==> config.mk <==
export PLATFORM = sky130hd
export DESIGN_NAME = extmem_interrupt_and_power_ctrl
export DESIGN_NICKNAME = d
export VERILOG_FILES = /design/src/extmem_irq_pkg.sv /design/src/extmem_interrupt_and_power_ctrl.sv /design/src/wait_sync_edge.sv
export SDC_FILE = /design/constraint.sdc
export NUM_CORES = 1
export LEC_CHECK = 0
export BUFFER_PORTS_ARGS = -buffer_cell sky130_fd_sc_hd__clkbuf_2
export CORE_ASPECT_RATIO = 0.8
export CORE_MARGIN = 4
export CORE_UTILIZATION = 53
export CTS_CLUSTER_SIZE = 24
export DETAILED_ROUTE_END_ITERATION = 16
export GPL_TIMING_DRIVEN = 0
export PLACE_DENSITY = 0.86
export SYNTH_ARGS = -nofsm -noshare
export SYNTH_HDL_FRONTEND = slang
export SYNTH_SLANG_ARGS = --single-unit
==> constraint.sdc <==
create_clock -name clk -period 2 [get_ports clk]
set_input_delay 0.4 -clock clk [delete_from_list [all_inputs] [get_ports clk]]
set_output_delay 0.4 -clock clk [all_outputs]
set_load 0.01 [all_outputs]
==> src/extmem_irq_pkg.sv <==
// Summary of operation
// - wait pin rise sets its raw bit
// - wait event ignores wait polarity bits
// - wait held past maximum raises timeout
// - non-linear request sets trap, runs linear
// - raw bits set whether enabled or not
// - masked bits set only when enabled
// - write one to raw clears raw and masked
// - enable-set write of one enables
// - enable-clear write of one disables
// - both enable registers read enable state
// - one dedicated interrupt, enabled sources only
// - no dma request events produced
// - select bit halves memory clock rate
// - sdram clock can be stopped
// - self-refresh keeps other accesses serviced
// - async read in self-refresh floats bus
// - power-down returns after each access
// - fully operational during emulation halt
// - reset clears state and queued work
package extmem_irq_pkg;
    // =====================================================
    // register byte offsets
    localparam logic [7:0] RAW_OFFSET = 8'h00;
    localparam logic [7:0] MASKED_OFFSET = 8'h04;
    localparam logic [7:0] EN_SET_OFFSET = 8'h08;
    localparam logic [7:0] EN_CLR_OFFSET = 8'h0C;
    localparam logic [7:0] CTRL_OFFSET = 8'h10;
    localparam logic [7:0] STATUS_OFFSET = 8'h14;
    // =====================================================
    // event field positions
    localparam int WR_LSB = 0;
    localparam int AT_BIT = 4;
    localparam int TRAP_BIT = 5;
    localparam int EVENT_BITS = 6;
    // =====================================================
    // control field positions
    localparam int HALF_BIT = 0;
    localparam int SDRAM_CLK_ON_BIT = 1;
    localparam int POL_LSB = 4;
    localparam int MAX_WAIT_LSB = 8;
    // control reset: full rate, clock stopped, max wait 0xFF
    localparam logic [15:0] CTRL_RESET = 16'hFF00;
    localparam logic [5:0] EVENT_RESET = 6'h00;
    // =====================================================
    // addressing and bus answers
    localparam logic [1:0] LINEAR_MODE = 2'h0;
    localparam logic [1:0] RESP_OKAY = 2'h0;
    localparam logic [1:0] RESP_SLVERR = 2'h2;
    // =====================================================
    // carriers
    typedef struct packed {
        logic trap;
        logic at;
        logic [3:0] wr;
    } irq_bits_type;
    typedef struct packed {
        logic [7:0] max_wait_cycles;
        logic [3:0] wait_polarity_bits;
        logic [1:0] spare;
        logic sdram_clock_on;
        logic clock_half_select;
    } ctrl_type;
endpackage

==> src/extmem_interrupt_and_power_ctrl.sv <==
`timescale 1ns/1ps
module extmem_interrupt_and_power_ctrl (
    input wire logic clk,
    input wire logic resetn,
    // axi4-lite slave
    input wire logic [7:0] s_axi_awaddr,
    input wire logic s_axi_awvalid,
    output logic s_axi_awready,
    input wire logic [31:0] s_axi_wdata,
    input wire logic [3:0] s_axi_wstrb,
    input wire logic s_axi_wvalid,
    output logic s_axi_wready,
    output logic [1:0] s_axi_bresp,
    output logic s_axi_bvalid,
    input wire logic s_axi_bready,
    input wire logic [7:0] s_axi_araddr,
    input wire logic s_axi_arvalid,
    output logic s_axi_arready,
    output logic [31:0] s_axi_rdata,
    output logic [1:0] s_axi_rresp,
    output logic s_axi_rvalid,
    input wire logic s_axi_rready,
    // external wait pins
    input wire logic [3:0] ext_wait_inputs,
    // access engine status, same clock
    input wire logic access_req,
    input wire logic [1:0] access_addr_mode,
    input wire logic async_strobe_active,
    input wire logic async_read_active,
    input wire logic sdram_read_active,
    input wire logic write_active,
    input wire logic access_active,
    input wire logic self_refresh,
    input wire logic power_down,
    // outputs to engines and pins
    output logic [1:0] exec_addr_mode,
    output logic mem_clk_tick,
    output logic sdram_clock_en,
    output logic data_bus_oe_n,
    output logic power_down_return,
    output logic irq
);
    // =====================================================
    // state declarations
    extmem_irq_pkg::irq_bits_type raw; // raw status
    extmem_irq_pkg::irq_bits_type masked; // masked status
    extmem_irq_pkg::irq_bits_type enable; // interrupt enables
    extmem_irq_pkg::irq_bits_type event_now; // this cycle's events
    extmem_irq_pkg::ctrl_type ctrl; // control register
    logic [3:0] wait_level; // synchronised pins
    logic [3:0] wait_rise; // edge pulses
    logic [7:0] wait_count; // cycles wait held
    logic timeout_fired; // one event per wait period
    logic timeout_hit; // timeout this cycle
    logic trap_hit; // unsupported mode this cycle
    logic half_phase; // divider phase
    logic read_was; // async read seen last cycle
    logic bus_float; // bus left undriven
    logic access_was; // access seen last cycle
    // bus slave state
    logic aw_held;
    logic w_held;
    logic [7:0] aw_addr;
    logic [31:0] w_data;
    logic [3:0] w_strb;
    logic do_write;
    logic [15:0] wmask;
    logic [15:0] wbits;
    // =====================================================
    // helpers
    // byte lanes to bit mask, only low two lanes hold bits
    function automatic logic [15:0] lane_mask(input logic [3:0] strb);
        lane_mask = {{8{strb[1]}}, {8{strb[0]}}};
    endfunction

    // register hit on word address, low two bits ignored
    function automatic logic hit(input logic [7:0] a, input logic [7:0] off);
        hit = (a[7:2] == off[7:2]);
    endfunction
    // =====================================================
    // wait pin synchroniser and edge detector
    wait_sync_edge #(
        .WIDTH(4)
    ) u_wait (
        .clk(clk),
        .resetn(resetn),
        .pin_in(ext_wait_inputs),
        .level(wait_level),
        .rise(wait_rise)
    );
    // =====================================================
    // event sources
    // edge on raw level, polarity not applied
    assign event_now.wr = wait_rise;
    assign event_now.at = timeout_hit;
    assign event_now.trap = trap_hit;
    // any mode other than linear counts as a trap
    assign trap_hit = access_req && (access_addr_mode != extmem_irq_pkg::LINEAR_MODE);
    // wait counter, polarity picks the asserted level
    logic wait_on;
    assign wait_on = |(wait_level ~^ ctrl.wait_polarity_bits);
    assign timeout_hit = async_strobe_active && wait_on && !timeout_fired
        && (wait_count >= ctrl.max_wait_cycles);
    // count while an async strobe is stretched by wait
    always_ff @(posedge clk or negedge resetn) begin
        if (!resetn) begin
            wait_count <= 8'h00;
            timeout_fired <= 1'b0;
        end else if (async_strobe_active && wait_on) begin
            // saturate so a stuck pin cannot wrap
            if (wait_count != 8'hFF) begin
                wait_count <= wait_count + 8'h01;
            end
            if (timeout_hit) begin
                timeout_fired <= 1'b1;
            end
        end else begin
            wait_count <= 8'h00;
            timeout_fired <= 1'b0;
        end
    end
    // trapped requests still run as linear increments
    always_ff @(posedge clk or negedge resetn) begin
        if (!resetn) begin
            exec_addr_mode <= extmem_irq_pkg::LINEAR_MODE;
        end else begin
            exec_addr_mode <= extmem_irq_pkg::LINEAR_MODE;
        end
    end
    // =====================================================
    // axi4-lite write channel
    assign s_axi_awready = !aw_held && !s_axi_bvalid;
    assign s_axi_wready = !w_held && !s_axi_bvalid;
    assign do_write = aw_held && w_held && !s_axi_bvalid;
    assign wmask = lane_mask(w_strb);
    assign wbits = w_data[15:0] & wmask;
    // address and data taken in either order
    always_ff @(posedge clk or negedge resetn) begin
        if (!resetn) begin
            aw_held <= 1'b0;
            aw_addr <= 8'h00;
        end else if (s_axi_awvalid && s_axi_awready) begin
            aw_held <= 1'b1;
            aw_addr <= s_axi_awaddr;
        end else if (do_write) begin
            aw_held <= 1'b0;
        end
    end

    always_ff @(posedge clk or negedge resetn) begin
        if (!resetn) begin
            w_held <= 1'b0;
            w_data <= 32'h0000_0000;
            w_strb <= 4'h0;
        end else if (s_axi_wvalid && s_axi_wready) begin
            w_held <= 1'b1;
            w_data <= s_axi_wdata;
            w_strb <= s_axi_wstrb;
        end else if (do_write) begin
            w_held <= 1'b0;
        end
    end
    // response, slave error for unmapped words
    always_ff @(posedge clk or negedge resetn) begin
        if (!resetn) begin
            s_axi_bvalid <= 1'b0;
            s_axi_bresp <= extmem_irq_pkg::RESP_OKAY;
        end else if (do_write) begin
            s_axi_bvalid <= 1'b1;
            if (aw_addr > extmem_irq_pkg::STATUS_OFFSET + 8'h03) begin
                s_axi_bresp <= extmem_irq_pkg::RESP_SLVERR;
            end else begin
                s_axi_bresp <= extmem_irq_pkg::RESP_OKAY;
            end
        end else if (s_axi_bready) begin
            s_axi_bvalid <= 1'b0;
        end
    end
    // =====================================================
    // register write decode
    logic [5:0] raw_clr; // write-one-to-clear bits
    logic [5:0] en_set; // write-one-to-set bits
    logic [5:0] en_clr; // write-one-to-clear enables
    assign raw_clr = (do_write && hit(aw_addr, extmem_irq_pkg::RAW_OFFSET))
        ? wbits[5:0] : 6'h00;
    assign en_set = (do_write && hit(aw_addr, extmem_irq_pkg::EN_SET_OFFSET))
        ? wbits[5:0] : 6'h00;
    assign en_clr = (do_write && hit(aw_addr, extmem_irq_pkg::EN_CLR_OFFSET))
        ? wbits[5:0] : 6'h00;
    // raw status, set beats clear in the same cycle
    always_ff @(posedge clk or negedge resetn) begin
        if (!resetn) begin
            raw <= extmem_irq_pkg::EVENT_RESET;
        end else begin
            raw <= (raw & ~raw_clr) | event_now;
        end
    end
    // masked status, only enabled events land here
    always_ff @(posedge clk or negedge resetn) begin
        if (!resetn) begin
            masked <= extmem_irq_pkg::EVENT_RESET;
        end else begin
            masked <= (masked & ~raw_clr) | (event_now & enable);
        end
    end
    // enables, a clear written with a set wins
    always_ff @(posedge clk or negedge resetn) begin
        if (!resetn) begin
            enable <= extmem_irq_pkg::EVENT_RESET;
        end else begin
            enable <= (enable | en_set) & ~en_clr;
        end
    end
    // control register, byte lanes honoured
    always_ff @(posedge clk or negedge resetn) begin
        if (!resetn) begin
            ctrl <= extmem_irq_pkg::CTRL_RESET;
        end else if (do_write && hit(aw_addr, extmem_irq_pkg::CTRL_OFFSET)) begin
            ctrl <= (ctrl & ~wmask) | wbits;
        end
    end
    // =====================================================
    // axi4-lite read channel, one cycle latency
    assign s_axi_arready = !s_axi_rvalid;
    always_ff @(posedge clk or negedge resetn) begin
        if (!resetn) begin
            s_axi_rvalid <= 1'b0;
            s_axi_rdata <= 32'h0000_0000;
            s_axi_rresp <= extmem_irq_pkg::RESP_OKAY;
        end else if (s_axi_arvalid && s_axi_arready) begin
            s_axi_rvalid <= 1'b1;
            s_axi_rresp <= extmem_irq_pkg::RESP_OKAY;
            case (s_axi_araddr[7:2])
                extmem_irq_pkg::RAW_OFFSET[7:2]: begin
                    s_axi_rdata <= {26'h0, raw};
                end
                extmem_irq_pkg::MASKED_OFFSET[7:2]: begin
                    s_axi_rdata <= {26'h0, masked};
                end
                // both enable views show the live state
                extmem_irq_pkg::EN_SET_OFFSET[7:2],
                extmem_irq_pkg::EN_CLR_OFFSET[7:2]: begin
                    s_axi_rdata <= {26'h0, enable};
                end
                extmem_irq_pkg::CTRL_OFFSET[7:2]: begin
                    s_axi_rdata <= {16'h0, ctrl};
                end
                extmem_irq_pkg::STATUS_OFFSET[7:2]: begin
                    s_axi_rdata <= {22'h0, bus_float, power_down, self_refresh,
                        timeout_fired, wait_level, 2'h0};
                end
                default: begin
                    s_axi_rdata <= 32'h0000_0000;
                    s_axi_rresp <= extmem_irq_pkg::RESP_SLVERR;
                end
            endcase
        end else if (s_axi_rready) begin
            s_axi_rvalid <= 1'b0;
        end
    end
    // =====================================================
    // interrupt output, no dma event path exists
    always_ff @(posedge clk or negedge resetn) begin
        if (!resetn) begin
            irq <= 1'b0;
        end else begin
            // dedicated line, held until raw bits cleared
            irq <= |((masked & ~raw_clr) | (event_now & enable));
        end
    end
    // =====================================================
    // memory clock ratio and gating
    // a tick per cycle, or every second cycle in half mode
    always_ff @(posedge clk or negedge resetn) begin
        if (!resetn) begin
            half_phase <= 1'b0;
            mem_clk_tick <= 1'b0;
        end else begin
            half_phase <= ctrl.clock_half_select ? ~half_phase : 1'b0;
            mem_clk_tick <= !ctrl.clock_half_select || half_phase;
        end
    end
    // stopped clock saves power when no sdram fitted
    always_ff @(posedge clk or negedge resetn) begin
        if (!resetn) begin
            sdram_clock_en <= 1'b0;
        end else begin
            sdram_clock_en <= ctrl.sdram_clock_on;
        end
    end
    // =====================================================
    // data bus parking
    // self-refresh gates nothing above; only parking changes
    always_ff @(posedge clk or negedge resetn) begin
        if (!resetn) begin
            read_was <= 1'b0;
            bus_float <= 1'b0;
        end else begin
            read_was <= async_read_active;
            if (write_active) begin
                bus_float <= 1'b0;
            end else if (read_was && !async_read_active && self_refresh) begin
                bus_float <= 1'b1;
            end
        end
    end
    // oe low while parked, high during reads or float
    always_ff @(posedge clk or negedge resetn) begin
        if (!resetn) begin
            data_bus_oe_n <= 1'b1;
        end else begin
            data_bus_oe_n <= async_read_active || sdram_read_active
                || bus_float || (read_was && self_refresh);
        end
    end

    // =====================================================
    // power-down return after each access
    always_ff @(posedge clk or negedge resetn) begin
        if (!resetn) begin
            access_was <= 1'b0;
            power_down_return <= 1'b0;
        end else begin
            access_was <= access_active;
            power_down_return <= access_was && !access_active && power_down;
        end
    end
endmodule

==> src/wait_sync_edge.sv <==
`timescale 1ns/1ps
// two-flop synchroniser plus rising edge pulse per pin
module wait_sync_edge #(
    parameter int WIDTH = 4
) (
    input wire logic clk,
    input wire logic resetn,
    input wire logic [WIDTH-1:0] pin_in,
    output logic [WIDTH-1:0] level,
    output logic [WIDTH-1:0] rise
);
    // =====================================================
    // per pin stages
    genvar g;
    generate
        for (g = 0; g < WIDTH; g++) begin : gen_pin
            logic meta; // first stage, read only by second
            logic sync; // second stage
            logic prev; // delayed copy for edge
            always_ff @(posedge clk or negedge resetn) begin
                if (!resetn) begin
                    meta <= 1'b0;
                    sync <= 1'b0;
                    prev <= 1'b0;
                end else begin
                    meta <= pin_in[g];
                    sync <= meta;
                    prev <= sync;
                end
            end
            assign level[g] = sync;
            // raw edge, no polarity applied
            assign rise[g] = sync & ~prev;
        end
    endgenerate
endmodule
# Word-level counts from Yosys, hierarchy flattened
# Index checks and enable logic that the tools add are counted.
[totals]
register_bits = 130
out_inout_bits = 48
word_cells = 148
input_bits = 73
[op_classes]
reduce_logical = 44
add_sub_neg = 1
muxes = 20
magnitude_cmp = 2
n_eq_ne = 11
bitwise_logic = 23
[ops]
columns = ["cell", "n"]
rows = [
  ["$pmux 16 s5", 1],
  ["$and 16x16->16", 2],
  ["$and 6x6->6", 4],
  ["$eq 6x2->1 const B", 4],
  ["$logic_and 1x1->1", 20],
  ["$eq 6x3->1 const B", 3],
  ["$mux 6", 3],
  ["$or 6x6->6", 3],
  ["$mux 8", 2],
  ["$not 16->16", 1],
  ["$or 16x16->16", 1],
  ["$logic_not 6->1", 2],
  ["$mux 1", 12],
  ["$not 6->6", 2],
  ["$reduce_bool 2->1", 6],
  ["$reduce_or 6->1", 2],
  ["$add 8x1->8 const B", 1],
  ["$ge 8x8->1", 1],
  ["$gt 8x5->1 const B", 1],
  ["$logic_not 1->1", 8],
  ["$ne 8x8->1 const B", 1],
  ["$eq 6x1->1 const B", 1],
  ["$not 1->1", 5],
  ["$and 1x1->1", 4],
  ["7 further kinds", 11],
]

# Logic depth before layout (Yosys ltp)
# Gate-level depths: netlist of the first run.
[logic_depth]
depth_word = 8
depth_mapped = 7
mapped_depth_nobuf = 7

# Modules after synthesis
# From an unflattened synthesis of the first run, not the netlist that was laid out.
[hier_totals]
cells_unflattened = 415
hier_area_um2 = 4840.9
[by_module_without_submodules]
columns = ["mod", "seq_area_each_um2", "n_inst", "area_each_um2", "cells_each"]
rows = [
  ["extmem_interrupt_and_power_ctrl", 2463.6, 1, 4455.5, 395],
  ["wait_sync_edge", 300.3, 1, 385.4, 20],
]

# Least setup slack after synthesis of the first run
# OpenSTA, ideal clock, no wires.
[synth_timing]
path_type = "reg-to-reg"
start = "reg aw_addr[5]"
end = "reg irq"
stages_incl_launch_ff = 6
synth_period_minus_slack_ns = 1.813
arrival_ns = 1.675
setup_time_ns = 0.138
t_required_ns = 1.862
slack_ns = 0.187
path_buffers = 0
path_cell_list = "dfrtp_1 or3_4 nor4_4 o21ai_1 nor4_1 nand4b_1"
[synth_via]
elab_chain_cells = 7
[synth_rtl]
columns = ["element", "line", "rtl"]
rows = [
  ["start: declaration", "extmem_interrupt_and_power_ctrl.sv:63", "logic [7:0] aw_addr;"],
  ["start signal: assignment", "extmem_interrupt_and_power_ctrl.sv:144", "aw_addr <= s_axi_awaddr;"],
  ["$logic_not 6->1", "extmem_interrupt_and_power_ctrl.sv:78", "hit = (a[7:2] == off[7:2]);"],
  ["$logic_and 1x1->1", "extmem_interrupt_and_power_ctrl.sv:184", "assign raw_clr = (do_write && hit(aw_addr, extmem_irq_pkg::RAW_OFFSET))"],
  ["$mux 6", "extmem_interrupt_and_power_ctrl.sv:185", "? wbits[5:0] : 6'h00;"],
  ["$not 6->6", "extmem_interrupt_and_power_ctrl.sv:268", "irq <= |((masked & ~raw_clr) | (event_now & enable));"],
  ["$and 6x6->6", "extmem_interrupt_and_power_ctrl.sv:268", ""],
  ["$or 6x6->6", "extmem_interrupt_and_power_ctrl.sv:268", ""],
  ["$reduce_or 6->1", "extmem_interrupt_and_power_ctrl.sv:268", ""],
  ["end signal: assignment", "extmem_interrupt_and_power_ctrl.sv:268", ""],
  ["end: declaration", "extmem_interrupt_and_power_ctrl.sv:41", "output logic irq"],
]
# No other way between the ends.
# A chain may end at the register's enable or synchronous reset.

# Final worst setup path of the first run
# Same ends and word-level chain as after synthesis.

==> qor.yml, run 1 <==
status: "finished, final reports clean"
fin_skew_ns: 0.00856
clock.fmax_mhz: 508
synth_area_leaders: "dfrtp_1, mux2_2, dfstp_2"
dp_cells: 599
rows: 30
cp_top_family: "simple AND/OR/NAND/NOR gates"
crit_fanout: 10
synth.top_cell.area_share_pct: 53.2
dr.pass1.iters: 4
grt_pass1_wl_um: 16500
power.total_uw: 6280
fillers: 675
cp.depth: 6
drc: 0
antenna_found_initial: 0
grt_overflow: 0
crit_required_ns: 2.24
place.gp.congestion: 0.855
cts_root_buf: "clkbuf_8"
die_w_um: 114
wl_per_cell_um: 16.0
initial_core_util_pct: 55.3
port_buffers: 77
async_flop_share_pct: 100
area_growth_pct: 18.3
powerDensity_nw_per_um2: 1120
worst_setup_path_end_kind: "flop"
synth-compound-area-share_pct: 10.1
vias: 3310
seq_area_um2: 2770
reg2reg_depth: 6
hpwl_um: 7390
grt_pass1_vias: 3422
ys_types: 46
globalRouteTotalUtil_pct: 20.0
wl_met2_um: 4520
critPathKind: "flop to flop"
drt_iter0_drc: 192
cp_data_arrival_time_ns: 2.21
synth-simple-area-share_pct: 9.21
postSynthCellCount: 390
synthAdderAreaFrac_pct: 2.37
wl_met1_um: 4280
dieArea_um2: 10600
clk_pin_slew_ns: 0.10
pre_cts_ws_ns: -0.282
hold_viol_final: 0
yosysWarnings: 0
nets: 583
synth_area_leader_cell: "dfrtp_1"
seq_area_frac_synth_pct: 58.1
die_h_um: 92.7
drv_cap: 0
period_minus_slack_ns: 1.97
rsz0062_at_grt: "true"
synth_top_family_by_area: "multiplexers"
multiInputGateArea_um2: 1800
path_cells: "or3_4 > nor4_4 > buf_6 > o21ai_1 > nor4_2 > nand4b_1"
synthesis.area_um2: 4750
drive_above_1_share_pct: 35.2
routed_wl_um: 9890
diodes: 0
io_pins: 121
muxShareOfSynthArea_pct: 12.8
synth-seq-cells: 110
numCtsBuffers: 9
htreeDepth: 3
synth_xor_area_share_pct: 1.29
clockBufferDepth: 2
hold_class: "primary input to asynchronous set/reset pin"
viasPerCell: 5.36
critical_path_buf_inv_count: 1
synth.most_common_cell: "dfrtp_1"
ir_drop_uv: 742
synthTopCellsByCount: "dfrtp_1, mux2_2, nand2_1, inv_1, nor2_1"
utilization_pct: 65.4
yosys_most_used_dff: "dfrtp_1"
drv_slew: 0
cts_tree: "yes"
tightest_slew_ns: 0.732
clock_latency_ns: 0.37
period_share_pct: 98.5
syn_area_per_cell_um2: 12.2
p_leak_uw: 0.00278
relSlewSlack_pct: 50.8
wl_met3_um: 911
route.top_layer_used: "met4"
cts.sinks: 110
cp-start-kind: "flop"
ant_nets: 0
worst_path_max_delay_cell: "or3_4"
synth-edff-count: 0
fin_ws_ns: 0.0301
coreArea_um2: 8600
grt_max_degree: 72
max_stage_delay_ns: 0.43
setup_viol: 0
final_cells: 618
## per-layer routing
| layer | global-route usage (%) | vias to the layer above |
|---|---|---|
| met4 | 6.92 | 0 |
| met5 | 0 | - |
| met1 | 26.4 | 1601 |
| met2 | 31.7 | 146 |
| li1 | - | 1544 |
| met3 | 5.88 | 19 |
## worst paths after layout
kind                                        startpoint  slack [ns]                      to
worst max-delay path                        aw_addr[5]        0.03                     irq
worst max register to register              aw_addr[5]        0.03                     irq
max in group asynchronous                       resetn        1.20           data_bus_oe_n
worst min-delay path                            resetn        0.04  u_wait.gen_pin[3].meta
min in group clk                    ext_wait_inputs[1]        0.12  u_wait.gen_pin[1].meta
worst min register to register  u_wait.gen_pin[3].meta        0.36  u_wait.gen_pin[3].sync
## where the power goes
part | total [uW] | switching [uW] | internal, uW
combinational | 1640 | 780 | 864
sequential | 3360 | 500 | 2860
clock | 1280 | 794 | 481
## what timing repair did
| action | in CTS | in global routing |
|---|---|---|
| hold buffers | 0 | 0 |
| pin swaps | 4 | 1 |
| endpoints found under the hold margin | 0 | 0 |
| endpoints found under the setup margin | 17 | 15 |
| gates resized for setup | 4 | 1 |
| buffers inserted | 2 | 2 |
## logic make-up (layout without fill, tap and decap cells)
logic type / count (synthesis) / count (layout)
flip-flops: 110 / 110
AND/OR/NAND/NOR: 88 / 88
AO/OA/AOI/OAI: 68 / 68
buffers and inverters: 56 / 153
multiplexers: 51 / 51
adder cells (fa/ha/maj): 9 / 9
XOR/XNOR: 7 / 7
other: 1 / 20
## stage by stage
| stage | TNS, ns | instance area [um^2] | hold slack [ns] |
|---|---|---|---|
| floorplan | 0 | 4820 | 0.104 |
| global placement | -88.95 | 5350 | 0.336 |
| detailed placement | -3.24 | 5380 | 0.336 |
| CTS | 0 | 5600 | 0.0411 |
| global route | -0.684 | 5620 | 0.0579 |
| finish | 0 | 5620 | 0.0380 |
## area by class of cell
type	instances	share of cell area, %
Multi-Input combinational cell	243	32.0
Tap cell	112	2.49
Timing Repair Buffer	82	7.99
Clock inverter	7	1.13
Sequential cell	110	49.2
Buffer	29	3.29
Inverter	26	1.74
Clock buffer	9	2.20
## layout by cell type (no fill, tap or decap), types with 3 or more instances in the layout
cell and instances:
mux4_2 4, nor2_1 24, a21o_1 8, buf_4 23, inv_1 26, a21oi_1 8, clkbuf_1 7, and3_1 4
conb_1 20, o21ai_0 14, o21a_1 3, dfstp_2 9, nand2_1 29, clkbuf_8 9, dfrtp_1 100, nand4_1 4
a22o_1 16, nand2b_1 4, mux2_2 39, nand3_1 7, mux2i_1 8, nor2b_1 3, clkbuf_2 76, xnor2_1 5
o22ai_1 6, ha_1 9, o21ai_1 3
No activity file was read; power rests on OpenSTA's default activity.
==> inputs of run 2 (changes only) <==
--- a/config.mk
+++ b/config.mk
@@ -8,2 +8,3 @@
 export BUFFER_PORTS_ARGS = -buffer_cell sky130_fd_sc_hd__clkbuf_2
+export CAP_MARGIN = 20
 export CORE_ASPECT_RATIO = 0.8
==> constraint.sdc (replaced) <==
create_clock -name clk -period 2 [get_ports clk]
set_input_delay 0.1 -clock clk [delete_from_list [all_inputs] [get_ports clk]]
set_output_delay 0.1 -clock clk [all_outputs]
set_load 0.01 [all_outputs]
==> qor.yml, run 2 (same netlist as run 1, synthesis figures left out) <==
final_common_cell: "dfrtp_1"
multiInputGateArea_um2: 1820
seq_area_um2: 2770
ir_drop_uv: 718
cp_data_arrival_time_ns: 2.22
grt_pass1_wl_um: 17400
p_leak_uw: 0.00299
drv_cap: 0
hold_class: "primary input to flop"
diodes: 0
clock_latency_ns: 0.37
pre_cts_ws_ns: -0.255
htreeDepth: 3
layout_common_cells: "dfrtp_1, clkbuf_2, mux2_2"
crit_fanout: 3
initial_core_util_pct: 55.3
io_pins: 121
setup_viol: 0
grt_pass1_vias: 3615
place.gp.congestion: 0.855
area_growth_pct: 28.0
grt_max_degree: 72
coreArea_um2: 8600
globalRouteTotalUtil_pct: 20.9
die_h_um: 92.7
dr.pass1.iters: 4
ff2ff_setup_slack_ns: 0.01
rows: 30
fin_ws_ns: 0.0114
period_minus_slack_ns: 1.99
cts_root_buf: "clkbuf_8"
antenna_found_initial: 0
cts.sinks: 110
drc: 0
relSlewSlack_pct: 51.7
grt_overflow: 0
drv_slew: 0
vias: 3475
routed_wl_um: 10500
clk_pin_slew_ns: 0.11
fillers: 586
die_w_um: 114
numCtsBuffers: 9
cp-start-kind: "flop"
dieArea_um2: 10600
status: "finished, final reports clean"
drt_iter0_drc: 173
drive_above_1_share_pct: 34.0
critPathKind: "flop to flop"
port_buffers: 77
wl_per_cell_um: 15.9
hold_viol_final: 0
period_share_pct: 99.4
tightest_slew_ns: 0.725
cts_tree: "yes"
hpwl_um: 7490
rsz0062_at_grt: "true"
crit_required_ns: 2.23
worst_setup_path_end_kind: "flop"
power.total_uw: 6560
viasPerCell: 5.25
nets: 627
powerDensity_nw_per_um2: 1080
fin_skew_ns: 0.00974
clockBufferDepth: 2
ant_nets: 0
clock.fmax_mhz: 503
run 2: final timing paths:
| kind | startpoint | endpoint | depth (start not counted) |
|---|---|---|---|
| max | flop | irq | 6 |
| min | async_strobe_active | wait_count[2] | 3 |
| max reg2reg | flop | irq | 6 |
| min reg2reg | u_wait.gen_pin[1].meta | u_wait.gen_pin[1].sync | 0 |
| max in group asynchronous | resetn | data_bus_oe_n | 3 |
| min in group asynchronous | resetn | aw_held | 2 |
run 2: per-stage QoR:
| step | util [%] | TNS (ns) | instances | hold WS [ns] | instance area, um^2 |
|---|---|---|---|---|---|
| 2_1_floorplan | - | 0 | 409 | -0.196 | 4820 |
| 3_5_place_dp | 62.6 | -0.731 | 600 | 0.154 | 5390 |
| 4_1_cts | 69.7 | 0 | 654 | 0.00335 | 5990 |
| 5_1_grt | 70.8 | -0.958 | 662 | 0.0388 | 6090 |
| 3_3_place_gp | 62.2 | -56.36 | 598 | 0.210 | 5350 |
| 6_report | 70.8 | 0 | 662 | 0.0484 | 6090 |
run 2: layout make-up:
cell class | count | area share [%]
multi-input cells | 243 | 29.9
repair buffers | 126 | 14.3
plain buffers | 29 | 3.04
flip-flops and latches | 110 | 45.4
clock buffers | 9 | 2.04
inverters | 26 | 1.60
well taps | 112 | 2.30
clock inverters | 7 | 1.44
run 2: report_power, final:
group | total (uW) | switching [uW] | internal, uW
registers | 3330 | 477 | 2860
clock network | 1410 | 801 | 613
logic | 1810 | 849 | 964
run 2: worst max-delay path: stages, from the launching register on:
cell       delay, ns
dfstp_2         0.59
ha_1            0.23
nand2b_1        0.13
a2111oi_0       0.42
o31ai_1         0.18
nand3_1         0.14
nand4b_1        0.15
run 2: timing repair:
| item | CTS | global route |
|---|---|---|
| endpoints found under the setup margin | 14 | 5 |
| hold buffers | 37 | 1 |
| setup buffers | 2 | 6 |
| resized for setup | 2 | 7 |
| pin swaps | 2 | 5 |
| gates cloned | 0 | 1 |
| endpoints found under the hold margin | 74 | 1 |
run 2: layer usage:
layer	track usage [%]	share of wire [%]
met1	27.2	43
met2	34.4	48
met3	5.94	8.1
met4	5.93	1.5
met5	0	0
==> inputs of run 3 (changes only) <==
BUFFER_PORTS_ARGS = -buffer_cell sky130_fd_sc_hd__buf_2   (was -buffer_cell sky130_fd_sc_hd__clkbuf_2)
SETUP_SLACK_MARGIN = 0.2   (was default)
==> qor.yml, run 3 (same netlist as run 1, synthesis figures left out) <==
clockBufferDepth: 2
p_leak_uw: 0.00305
worst_setup_path_end_kind: "flop"
antenna_found_initial: 0
swShare_pct: 33.9
grt_pass1_wl_um: 18000
drv_cap: 0
die_w_um: 114
switchingPower_uw: 2370
hold_viol_final: 0
tightest_slew_ns: 0.852
viasPerCell: 5.35
drive_above_1_share_pct: 37.6
clk_pin_slew_ns: 0.11
grt_max_degree: 60
routed_wl_um: 11600
cp-endpoint: "irq"
crit_required_ns: 2.23
drc: 0
pwr-share-clk_pct: 18.3
clock.fmax_mhz: 506
port_buffers: 77
area_growth_pct: 31.3
initial_core_util_pct: 55.3
io_pins: 121
diodes: 0
hold_class: "primary input to flop"
globalRouteTotalUtil_pct: 21.7
htreeDepth: 3
drv_slew: 0
hpwl_um: 7420
powerDensity_nw_per_um2: 1120
cts_tree: "yes"
relSlewSlack_pct: 43.2
internal_power_uw: 4610
finalSetupTns_ns: 0
ant_nets: 0
seqPwrFrac_pct: 48.2
coreArea_um2: 8600
wl_per_cell_um: 17.3
place.gp.congestion: 0.866
crit_fanout: 7
grt_pass1_vias: 3689
cts_root_buf: "clkbuf_8"
setup.worst_path.start: "aw_addr[4]"
ff2ff_setup_slack_ns: 0.02
vias: 3592
r2r-end: "irq"
nets: 636
combPwrFrac_pct: 33.5
dr.pass1.iters: 4
setup_viol: 0
cts.sinks: 110
period_minus_slack_ns: 1.98
ir_drop_uv: 814
critPathKind: "flop to flop"
reg2reg_depth: 7
fin_skew_ns: 0.0156
hold_ws_ns: 0.0131
clock_latency_ns: 0.37
die_h_um: 92.7
rr_startpoint: "aw_addr[4]"
period_share_pct: 98.9
rows: 30
numCtsBuffers: 9
grt_overflow: 0
cp_data_arrival_time_ns: 2.21
dieArea_um2: 10600
rsz0062_at_grt: "true"
cp-start-kind: "flop"
status: "finished, final reports clean"
drt_iter0_drc: 262
layout_common_cells: "dfrtp_1, buf_2, mux2_2"
final_common_cell: "dfrtp_1"
run 3: timing repair:
| action | 4_1_cts | 5_1_grt |
|---|---|---|
| resized for setup | 9 | 26 |
| hold endpoints to repair | 84 | 2 |
| buffers inserted | 9 | 9 |
| setup endpoints to repair | 33 | 36 |
| pin swaps | 7 | 7 |
| hold buffers | 35 | 2 |
run 3: worst min path at each step:
stage	start	slack, ns	endpoint	cells past startpoint
2_1_floorplan	resetn	-0.20	asynchronous set/reset pin	0
3_3_place_gp	ext_wait_inputs[1]	0.21	u_wait.gen_pin[1].meta	1
3_5_place_dp	resetn	0.17	u_wait.gen_pin[3].meta	1
4_1_cts	power_down	0.0007	power_down_return	2
5_1_grt	self_refresh	0.007	data_bus_oe_n	2
6_report	self_refresh	0.01	data_bus_oe_n	2
run 3: final cells by class:
class / count / area, um^2
Multi-Input combinational cell: 243 / 1910
Sequential cell: 110 / 2770
Timing Repair Buffer: 134 / 937
Clock buffer: 9 / 124
Buffer: 30 / 198
Tap cell: 112 / 140
Fill cell: 537 / 2350
Clock inverter: 7 / 65.1
Inverter: 26 / 97.6
run 3: power by group through the flow:
stage	registers, uW	logic [uW]	clock network, uW
2_1_floorplan	3220	1200	0
3_5_place_dp	3390	1620	0
3_3_place_gp	3340	1520	0
5_1_grt	3440	2540	1400
6_report	3360	2340	1280
4_1_cts	3340	1860	1290
run 3: layer usage:
layer	part of all wire, %	wire length (um)	vias to the layer above	global-route usage [%]
met5	0	0	-	0
met2	49	5690	164	36.0
met1	40	4620	1756	28.1
met3	8.4	977	21	5.88
met4	2.5	292	0	6.73
li1	-	-	1651	-
run 3: critical path, cell delays in order (launching register included):
cell and delay, ns:
dfrtp_1 0.43, or2b_1 0.29, nor4_4 0.32, buf_6 0.18
buf_6 0.12, nand2_4 0.05, a22o_1 0.23, nand4b_1 0.21
run 3: per-stage QoR:
stage                     setup slack (ns)  cell area, um^2  utilization (%)  instances  power [uW]
after global routing               -0.0304             6240             72.6        671        7380
after floorplan                      0.187             4830                -        409        4420
after global placement              -0.284             5350             62.3        598        4850
final                               0.0224             6240             72.6        671        6980
after CTS                          -0.0431             6040             70.3        660        6500
after detailed placement            -0.387             5390             62.7        600        5010
